===== config.mk =====
export PLATFORM = sky130hd
export DESIGN_NAME = bwa_top
export DESIGN_NICKNAME = d
export VERILOG_FILES = /design/src/shared/bwa_pkg.sv /design/src/shared/bwa_alu_if.sv /design/src/rtl/bwa_top.sv /design/src/rtl/bwa_alu.sv
export SDC_FILE = /design/constraint.sdc
export NUM_CORES = 1
export LEC_CHECK = 0
export BUFFER_PORTS_ARGS = -buffer_cell sky130_fd_sc_hd__buf_2
export CAP_MARGIN = 20
export CORE_AREA = 4 4 137 139
export CTS_BUF_LIST = sky130_fd_sc_hd__clkbuf_4
export CTS_CLUSTER_SIZE = 20
export DETAILED_ROUTE_END_ITERATION = 8
export DIE_AREA = 0 0 141 143
export PLACE_DENSITY = 0.54
export SLEW_MARGIN = 15
export SYNTH_ARGS = -nofsm -noshare
export SYNTH_HDL_FRONTEND = slang
export SYNTH_SLANG_ARGS = --single-unit

===== constraint.sdc =====
create_clock -name I_CLK -period 5.8 [get_ports I_CLK]
set_input_delay 1.16 -clock I_CLK [delete_from_list [all_inputs] [get_ports I_CLK]]
set_output_delay 1.16 -clock I_CLK [all_outputs]
set_load 0.005 [all_outputs]

===== src/shared/bwa_pkg.sv =====
`default_nettype none
package bwa_pkg;
  // Register byte addresses
  localparam logic [7:0] BWA_OFS_OPA = 8'h00;
  localparam logic [7:0] BWA_OFS_OPB = 8'h04;
  localparam logic [7:0] BWA_OFS_FLAGS = 8'h08;
  localparam logic [7:0] BWA_OFS_CMD = 8'h0C;
  localparam logic [7:0] BWA_OFS_STATUS = 8'h10;
  localparam logic [7:0] BWA_OFS_COUNT = 8'h14;

  // Flag positions inside the flag register
  localparam int BWA_FLAG_CY = 0;
  localparam int BWA_FLAG_PV = 1;
  localparam int BWA_FLAG_AC = 2;
  localparam int BWA_FLAG_Z = 3;
  localparam int BWA_FLAG_S = 4;

  // Command register fields
  localparam int BWA_CMD_OP_LSB = 0;
  localparam int BWA_CMD_INTCTRL = 8;

  // Status register fields
  localparam int BWA_STAT_BUSY = 0;
  localparam int BWA_STAT_LOCK = 1;

  // Reset values
  localparam logic [15:0] BWA_RST_OPERAND = 16'h0000;
  localparam logic [4:0] BWA_RST_FLAGS = 5'h00;
  localparam logic [15:0] BWA_RST_COUNT = 16'h0000;

  typedef enum logic [2:0] {
    BWA_WORD_COPY_OP = 3'b000,
    BWA_WORD_SWAP_OP = 3'b001,
    BWA_SUM_OP = 3'b010,
    BWA_SUM_WITH_CARRY_OP = 3'b011,
    BWA_DIFFERENCE_OP = 3'b100,
    BWA_DIFFERENCE_WITH_BORROW_OP = 3'b101,
    BWA_AND_OP = 3'b110
  } bwa_op_type;

  typedef enum logic {
    BWA_IDLE = 1'b0,
    BWA_EXEC = 1'b1
  } bwa_state_type;
endpackage : bwa_pkg
`default_nettype wire


===== src/shared/bwa_alu_if.sv =====
`timescale 1ns/10ps
`default_nettype none
interface bwa_alu_if;
  import bwa_pkg::*;
  bwa_op_type op;
  logic [15:0] first;
  logic [15:0] second;
  logic [4:0] flags_in;
  logic [15:0] res_first;
  logic [15:0] res_second;
  logic [4:0] flags_out;
  modport core (output op, output first, output second, output flags_in,
                input res_first, input res_second, input flags_out);
  modport alu (input op, input first, input second, input flags_in,
               output res_first, output res_second, output flags_out);
endinterface : bwa_alu_if
`default_nettype wire


===== src/rtl/bwa_top.sv =====
// Decided for this implementation: the address map and register access over APB.
`timescale 1ns/10ps
`default_nettype none
// Contract
// - Word copy puts second operand into first; flags unchanged.
// - After an interrupt-control write, interrupts wait until next instruction ends.
// - Word swap exchanges both 16-bit operands; flags unchanged.
// - Byte add stores the 8-bit sum in first operand, carry out to carry.
// - Add operations copy result bit 7 into the negative flag.
// - Add operations set zero flag exactly when the byte result is zero.
// - Add operations set half carry on carry from bit 3 into bit 4.
// - Add overflow flag is carry into bit 7 xor carry out of bit 7.
// - Add operations put the carry out of bit 7 into carry flag.
// - Add with carry also adds the carry flag at bit 0.
// - Byte subtract stores first minus second, borrow into carry flag.
// - Subtract operations: zero flag on zero difference, negative flag is bit 7.
// - Subtract operations set half carry on borrow from bit 4 into bit 3.
// - Subtract overflow flag is borrow into bit 7 xor borrow out of bit 7.
// - Subtract operations set carry flag on borrow out of bit 7.
// - Subtract with borrow also subtracts the carry flag at bit 0.
// - Byte AND stores the bitwise AND; negative is bit 7, zero on zero.
// - Logical operations: overflow flag is even parity; half carry, carry kept.
module bwa_top
  import bwa_pkg::*;
(
  input wire logic I_CLK,
  input wire logic I_RST,
  input wire logic I_PSEL,
  input wire logic I_PENABLE,
  input wire logic I_PWRITE,
  input wire logic [7:0] I_PADDR,
  input wire logic [31:0] I_PWDATA,
  output logic [31:0] O_PRDATA,
  output logic O_PREADY,
  output logic O_PSLVERR,
  output logic O_INT_ALLOW,
  output logic O_BUSY,
  output logic [4:0] O_FLAGS
);
  bwa_alu_if alu_bus ();

  bwa_state_type state;
  bwa_op_type op;
  logic [15:0] first;
  logic [15:0] second;
  logic [4:0] flags;
  logic int_ctrl_write;
  logic lock;
  logic [15:0] count;

  logic access_start;
  logic access_done;
  logic wr_done;
  logic start_exec;
  logic wr_opa;
  logic wr_opb;
  logic wr_flags;
  logic commit;
  logic addr_known;
  logic op_legal;
  logic [31:0] next_rdata;
  logic next_err;

  function automatic logic legal_op(input logic [2:0] code);
    legal_op = (code != 3'b111);
  endfunction : legal_op

  // Write strobe of one register offset
  function automatic logic write_hit(input logic done, input logic [7:0] addr,
    input logic [7:0] ofs);
    write_hit = done && (addr == ofs);
  endfunction : write_hit

  bwa_alu u_alu (
    .alu(alu_bus.alu)
  );

  assign alu_bus.op = op;
  assign alu_bus.first = first;
  assign alu_bus.second = second;
  assign alu_bus.flags_in = flags;

  // APB handshake: one wait state, only taken while idle
  assign access_start = I_PSEL && I_PENABLE && !O_PREADY && (state == BWA_IDLE);
  assign access_done = I_PSEL && I_PENABLE && O_PREADY;
  assign wr_done = access_done && I_PWRITE && !O_PSLVERR;
  assign op_legal = legal_op(I_PWDATA[BWA_CMD_OP_LSB +: 3]);
  assign start_exec = write_hit(wr_done, I_PADDR, BWA_OFS_CMD);
  assign wr_opa = write_hit(wr_done, I_PADDR, BWA_OFS_OPA);
  assign wr_opb = write_hit(wr_done, I_PADDR, BWA_OFS_OPB);
  assign wr_flags = write_hit(wr_done, I_PADDR, BWA_OFS_FLAGS);
  assign commit = (state == BWA_EXEC);

  always_comb begin
    addr_known = 1'b1;
    next_rdata = 32'h0000_0000;
    unique case (I_PADDR)
      BWA_OFS_OPA: begin
        next_rdata = {16'h0000, first};
      end
      BWA_OFS_OPB: begin
        next_rdata = {16'h0000, second};
      end
      BWA_OFS_FLAGS: begin
        next_rdata = {27'h0000000, flags};
      end
      BWA_OFS_CMD: begin
        next_rdata[BWA_CMD_OP_LSB +: 3] = op;
        next_rdata[BWA_CMD_INTCTRL] = int_ctrl_write;
      end
      BWA_OFS_STATUS: begin
        next_rdata[BWA_STAT_BUSY] = (state == BWA_EXEC);
        next_rdata[BWA_STAT_LOCK] = lock;
      end
      BWA_OFS_COUNT: begin
        next_rdata = {16'h0000, count};
      end
      default: begin
        addr_known = 1'b0;
      end
    endcase
  end

  always_comb begin
    next_err = !addr_known;
    if (I_PWRITE && (I_PADDR == BWA_OFS_CMD) && !op_legal) begin
      next_err = 1'b1;
    end
  end

  always_ff @(posedge I_CLK or posedge I_RST) begin
    if (I_RST) begin
      O_PREADY <= 1'b0;
      O_PSLVERR <= 1'b0;
      O_PRDATA <= 32'h0000_0000;
    end else begin
      O_PREADY <= access_start;
      if (access_start) begin
        O_PSLVERR <= next_err;
        O_PRDATA <= I_PWRITE ? 32'h0000_0000 : next_rdata;
      end else begin
        O_PSLVERR <= 1'b0;
        O_PRDATA <= 32'h0000_0000;
      end
    end
  end

  // Instruction sequencing
  always_ff @(posedge I_CLK or posedge I_RST) begin
    if (I_RST) begin
      state <= BWA_IDLE;
    end else begin
      unique case (state)
        BWA_IDLE: begin
          if (start_exec) begin
            state <= BWA_EXEC;
          end
        end
        BWA_EXEC: begin
          state <= BWA_IDLE;
        end
      endcase
    end
  end

  always_ff @(posedge I_CLK or posedge I_RST) begin
    if (I_RST) begin
      op <= BWA_WORD_COPY_OP;
      int_ctrl_write <= 1'b0;
    end else if (start_exec) begin
      op <= bwa_op_type'(I_PWDATA[BWA_CMD_OP_LSB +: 3]);
      int_ctrl_write <= I_PWDATA[BWA_CMD_INTCTRL];
    end
  end

  // Operand registers: software loads, instruction commit overwrites
  always_ff @(posedge I_CLK or posedge I_RST) begin
    if (I_RST) begin
      first <= BWA_RST_OPERAND;
      second <= BWA_RST_OPERAND;
    end else if (commit) begin
      first <= alu_bus.res_first;
      second <= alu_bus.res_second;
    end else if (wr_opa) begin
      first <= I_PWDATA[15:0];
    end else if (wr_opb) begin
      second <= I_PWDATA[15:0];
    end
  end

  always_ff @(posedge I_CLK or posedge I_RST) begin
    if (I_RST) begin
      flags <= BWA_RST_FLAGS;
    end else if (commit) begin
      flags <= alu_bus.flags_out;
    end else if (wr_flags) begin
      flags <= I_PWDATA[4:0];
    end
  end

  // Interrupt lockout across the following instruction
  always_ff @(posedge I_CLK or posedge I_RST) begin
    if (I_RST) begin
      lock <= 1'b0;
    end else if (commit) begin
      lock <= int_ctrl_write;
    end
  end

  always_ff @(posedge I_CLK or posedge I_RST) begin
    if (I_RST) begin
      O_INT_ALLOW <= 1'b1;
    end else if (commit) begin
      O_INT_ALLOW <= !int_ctrl_write;
    end
  end

  always_ff @(posedge I_CLK or posedge I_RST) begin
    if (I_RST) begin
      count <= BWA_RST_COUNT;
    end else if (commit) begin
      count <= count + 16'h0001;
    end
  end

  always_ff @(posedge I_CLK or posedge I_RST) begin
    if (I_RST) begin
      O_BUSY <= 1'b0;
    end else begin
      O_BUSY <= start_exec;
    end
  end

  always_ff @(posedge I_CLK or posedge I_RST) begin
    if (I_RST) begin
      O_FLAGS <= BWA_RST_FLAGS;
    end else if (commit) begin
      O_FLAGS <= alu_bus.flags_out;
    end else if (wr_flags) begin
      O_FLAGS <= I_PWDATA[4:0];
    end
  end
endmodule : bwa_top
`default_nettype wire


===== src/rtl/bwa_alu.sv =====
`timescale 1ns/10ps
`default_nettype none
module bwa_alu
  import bwa_pkg::*;
(
  bwa_alu_if.alu alu
);
  logic [8:0] full;
  logic [4:0] nib;
  logic [7:0] low7;
  logic [7:0] byte_res;
  logic carry_in;
  logic is_sub;

  function automatic logic even_parity(input logic [7:0] v);
    even_parity = ~(^v);
  endfunction : even_parity

  always_comb begin
    carry_in = 1'b0;
    if (alu.op == BWA_SUM_WITH_CARRY_OP || alu.op == BWA_DIFFERENCE_WITH_BORROW_OP) begin
      carry_in = alu.flags_in[BWA_FLAG_CY];
    end
    is_sub = (alu.op == BWA_DIFFERENCE_OP) || (alu.op == BWA_DIFFERENCE_WITH_BORROW_OP);
    if (is_sub) begin
      full = {1'b0, alu.first[7:0]} - {1'b0, alu.second[7:0]} - {8'h00, carry_in};
      nib = {1'b0, alu.first[3:0]} - {1'b0, alu.second[3:0]} - {4'h0, carry_in};
      low7 = {1'b0, alu.first[6:0]} - {1'b0, alu.second[6:0]} - {7'h00, carry_in};
    end else begin
      full = {1'b0, alu.first[7:0]} + {1'b0, alu.second[7:0]} + {8'h00, carry_in};
      nib = {1'b0, alu.first[3:0]} + {1'b0, alu.second[3:0]} + {4'h0, carry_in};
      low7 = {1'b0, alu.first[6:0]} + {1'b0, alu.second[6:0]} + {7'h00, carry_in};
    end
    byte_res = (alu.op == BWA_AND_OP) ? (alu.first[7:0] & alu.second[7:0]) : full[7:0];
    alu.res_first = {alu.first[15:8], byte_res};
    alu.res_second = alu.second;
    alu.flags_out = alu.flags_in;
    unique case (alu.op)
      BWA_WORD_COPY_OP: begin
        alu.res_first = alu.second;
      end
      BWA_WORD_SWAP_OP: begin
        alu.res_first = alu.second;
        alu.res_second = alu.first;
      end
      BWA_AND_OP: begin
        alu.flags_out[BWA_FLAG_S] = byte_res[7];
        alu.flags_out[BWA_FLAG_Z] = (byte_res == 8'h00);
        alu.flags_out[BWA_FLAG_PV] = even_parity(byte_res);
      end
      default: begin
        alu.flags_out[BWA_FLAG_S] = byte_res[7];
        alu.flags_out[BWA_FLAG_Z] = (byte_res == 8'h00);
        alu.flags_out[BWA_FLAG_AC] = nib[4];
        alu.flags_out[BWA_FLAG_PV] = low7[7] ^ full[8];
        alu.flags_out[BWA_FLAG_CY] = full[8];
      end
    endcase
  end
endmodule : bwa_alu
`default_nettype wire


==> results.md <==
- Clock buffers created by TritonCTS: 9
- Multi-input combinational cell area: a little under 0.003 mm2
- Combined global-route utilization of all metal layers: between 10% and 20%
- Setup WS pre-CTS: about 1.9 ns
- Reg-to-reg endpoint: O_FLAGS[1]$_DFFE_PP0P_
- Number of storage elements in the synthesis netlist: 79
- Layout cells sized above 1: about 17%
- Die width: roughly 140 um
- Input/output buffers: 53
- Post-CTS Hold Fix Bufs: 0
- Clk Latency, worst-skew pair: between 0.4 and 0.5 ns
- CP Capture Type: flop
- Met1 track demand over resource in global routing: between 20% and 30%
- Post-synthesis sequential area ratio: 38.3%
- Tightest Hold Check Type: reg -> reg
- Launching element of the worst setup path: alu_bus.op[1]$_DFFE_PP0P_
- Design Area, Final: 0.00572 mm2
- Post-Route Skew: ~0.027 ns
- Final worst slack: about 1.8 ns
- Total number of vias: 4347
- Total wire length after detailed routing: between 10000 and 15000 um
- Area occupied by registers: between 0.0015 and 0.002 mm2
- Pin count of the biggest net entering global routing: 80
- Placer congestion estimate: slightly above 0.9
- Gate count after technology mapping: approximately 550
- Highest clock frequency the design can meet: roughly 0.25 GHz
- Final critical-path share of the clock period: between 60% and 70%
- Worst setup slack for register-to-register paths: between 1.5 and 2 ns
- Initial detailed-routing violation count: about 380
- Worst path slowest cell: dfrtp_1
- Max_slew headroom: roughly half
- Nets: between 600 and 700
- Clock tree sinks: 79
- Worst min-delay path startpoint: int_ctrl_write$_DFFE_PP0P_
- Highest ir drop seen on vdd: between 0.00009 and 0.0001 V
- H-tree depth: 3
- Crit path largest cell delay: 0.62 ns
- Power Density: about 160 mW/mm2
- Number of endpoints failing setup at the final stage: 0
- Ant. Diodes: 0
- Count of TritonRoute iterations in the first routing pass: 6
- Worst-margin pin slew: between 0.7 and 0.8 ns
- Standard cell core area: between 0.015 and 0.02 mm2
- Total buffers and inverters traversed by the critical path: 0
- Count of warnings emitted by yosys: 0
- Kind of cell adding the most delay to the critical path: compound AO/OA/AOI/OAI gates
- Via density per instance: between 5 and 6
- Starting Density: between 20% and 30%
- Setup repair after global routing missed its margin: no
- Setup repair bufs after CTS: 0
- Area of the die: roughly 0.020 mm2
- Clock slew at reported path FFs: about 0.12 ns
- Number of distinct standard cells referenced by the synthesized netlist: 61
- CP Class: reg -> reg
- Period minus WS final: a little under 4 ns
- Count of max-cap constraint violations: 0
- Deepest clock path buffer count: 2
- Number of antenna violations at the first check in global routing: 0
- Startpoint of the worst register-to-register path: alu_bus.op[1]$_DFFE_PP0P_
- Leftover overflow at the end of global routing: 0
- Largest driver fanout on the critical path: 11
- Estimated wirelength of the detail-placed design: roughly 11000 um
- Most used cell, CP: xnor2_1
- Synth Cell Area: about 0.0052 mm2
- Remaining design rule violation count: 0
- Met3 global-route usage: around 3.8%
- Number of instances resized during post-cts repair: 0
- Area Growth Syn to Fin: 10.8%
- Proportion of synthesized flip-flops having asynchronous set or reset: between 90% and 100%
- Cells along the critical path: xor2_1, nand3_1, fa_1, fa_1, nand2b_1, a31o_2, a21oi_1, xnor2_1, a211oi_1, ha_1, xnor2_1, xnor2_1, o22ai_1, o31ai_1
- Critical path arrival: between 4 and 5 ns
- Area post-placement: around 0.0056 mm2
- Number of enable-type register cells in the synthesized netlist: 0
- Via count of the first global-routing pass: 4190
- Logic depth of the worst path, buffers included: 14
- Run status: completed
- Post-route setup TNS: 0 ns
- Final Hold Vio Count: 0
- Leakage power summed over all cells: roughly 2.7 nW
- Worst r2r path cells: 14
- Chip Height: 143 um
- M2 GR Usage: 21.6%
- Critical path destination: O_FLAGS[1]$_DFFE_PP0P_
- First-pass GRT wire length: approximately 23000 um
- Total I/O pin count: between 80 and 90
- Count of final max-slew check failures: 0
- Wirelength per Cell: about 18 um
- Syn_area_per_cell: around 9.4 um2
- Fillcell total: roughly 1900
- Type of origin of the critical path: flop
- GRT Max-Usage Layer: met2
- CTS Root Buffer Type: clkbuf_4
- Primary flip-flop cell chosen by synthesis mapping: dfrtp_1
- Antenna viol nets, final: 0
- # rows: about 50
- Data required time of the worst path: 6.15 ns
- CTS tree: built
worst min path at each step:
stage | endpoint | cells after the start
after floorplan | O_INT_ALLOW$_DFFE_PP1P_ | 1
after global placement | O_INT_ALLOW$_DFFE_PP1P_ | 1
after detailed placement | O_INT_ALLOW$_DFFE_PP1P_ | 1
after CTS | O_INT_ALLOW$_DFFE_PP1P_ | 1
after global routing | O_INT_ALLOW$_DFFE_PP1P_ | 1
final | O_INT_ALLOW$_DFFE_PP1P_ | 1
stage by stage:
step           cells  total power (W)  utilization, %  hold WS [ns]
3_3_place_gp     808         0.000634            31.6         0.450
3_5_place_dp     808         0.000636            31.6         0.456
6_report         825         0.000910            32.4         0.470
5_1_grt          825         0.000954            32.4         0.514
2_1_floorplan    562         0.000616               -         0.419
4_1_cts          824         0.000917            32.2         0.473
routing by layer:
metal,vias up,wire length (um)
li1,2017,-
met1,2132,6890
met2,184,6390
met3,14,1020
met4,0,161
met5,-,0
layout by cell type, fill, tap and decap left out, types with 4 or more instances in the layout:
cell type   n
a21o_1      6
and3_1     13
xnor2_1    23
fa_1        4
a211oi_1    7
mux2_2     17
nor2_1     25
ha_1       27
xor2_1      9
inv_1      33
mux2i_1    21
nand2b_1    8
nand2_1    54
o21ai_0    24
buf_4       5
nand3_1     8
and2_1      5
nor3_1      5
clkbuf_4   11
buf_2      53
dfrtp_1    77
a21oi_1    40
a31oi_1    11
a222oi_1    9
nor2b_1    10
a22oi_1    15
conb_1     16
registers in the layout, indices dropped and copies added, names as in the netlist:
register	count
O_PRDATA	16
alu_bus.first	16
alu_bus.second	16
count	16
O_FLAGS	5
alu_bus.op	3
O_BUSY	1
O_INT_ALLOW	1
O_PREADY	1
O_PSLVERR	1
commit	1
int_ctrl_write	1
lock	1
worst reg2reg max path, stage by stage, from the launching register on:
cell,delay (ns)
dfrtp_1,0.62
xor2_1,0.18
nand3_1,0.13
fa_1,0.44
fa_1,0.41
nand2b_1,0.18
a31o_2,0.29
a21oi_1,0.18
xnor2_1,0.09
a211oi_1,0.42
ha_1,0.33
xnor2_1,0.19
xnor2_1,0.14
o22ai_1,0.10
o31ai_1,0.21
cells by family after synthesis:
kind of cell / count (synthesis) / synth area share, %
and+or+nand+nor: 147 / 14.4
AOI/OAI and AO/OA: 143 / 18.4
DFF: 79 / 38.3
buffers and inverters: 75 / 6.98
muxes: 39 / 8.22
xor gates and xnor gates: 32 / 5.43
adders and majority gates: 31 / 8.10
other: 1 / 0.0727
cell usage after synthesis (4+ instances only):
master    number  share of area [%]
nor2b_1       10                1.2
clkbuf_1      17                1.2
nand2_1       54                3.9
a31oi_1       11                1.3
dfrtp_1       78                 38
inv_1         34                2.5
and3_1        13                1.6
nand3_1        8               0.78
mux2i_1       21                4.1
nand2b_1       8               0.97
o21ai_0       24                2.3
ha_1          27                6.5
a222oi_1       9                1.7
a21oi_1       40                3.9
and2_1         5               0.61
buf_4         16                2.3
xor2_1         9                1.5
a22oi_1       15                2.2
a21o_1         6               0.87
mux2_2        17                3.7
nor2_1        25                1.8
nor3_1         5               0.48
a211oi_1       7                1.0
xnor2_1       23                3.9
fa_1           4                1.6
area by class of cell:
type	count	area share, %
clock buffer	11	1.44
timing repair buffer	59	5.78
inverter	34	2.25
multi-input combinational	408	50.5
tap	229	5.01
sequential	79	34.6
clock inverter	5	0.438
power breakdown:
part           internal [W]  switching, W
logic             0.0000265     0.0000442
registers          0.000553    0.00000357
clock network     0.0000938      0.000189
(Power assumes the default switching activity.)
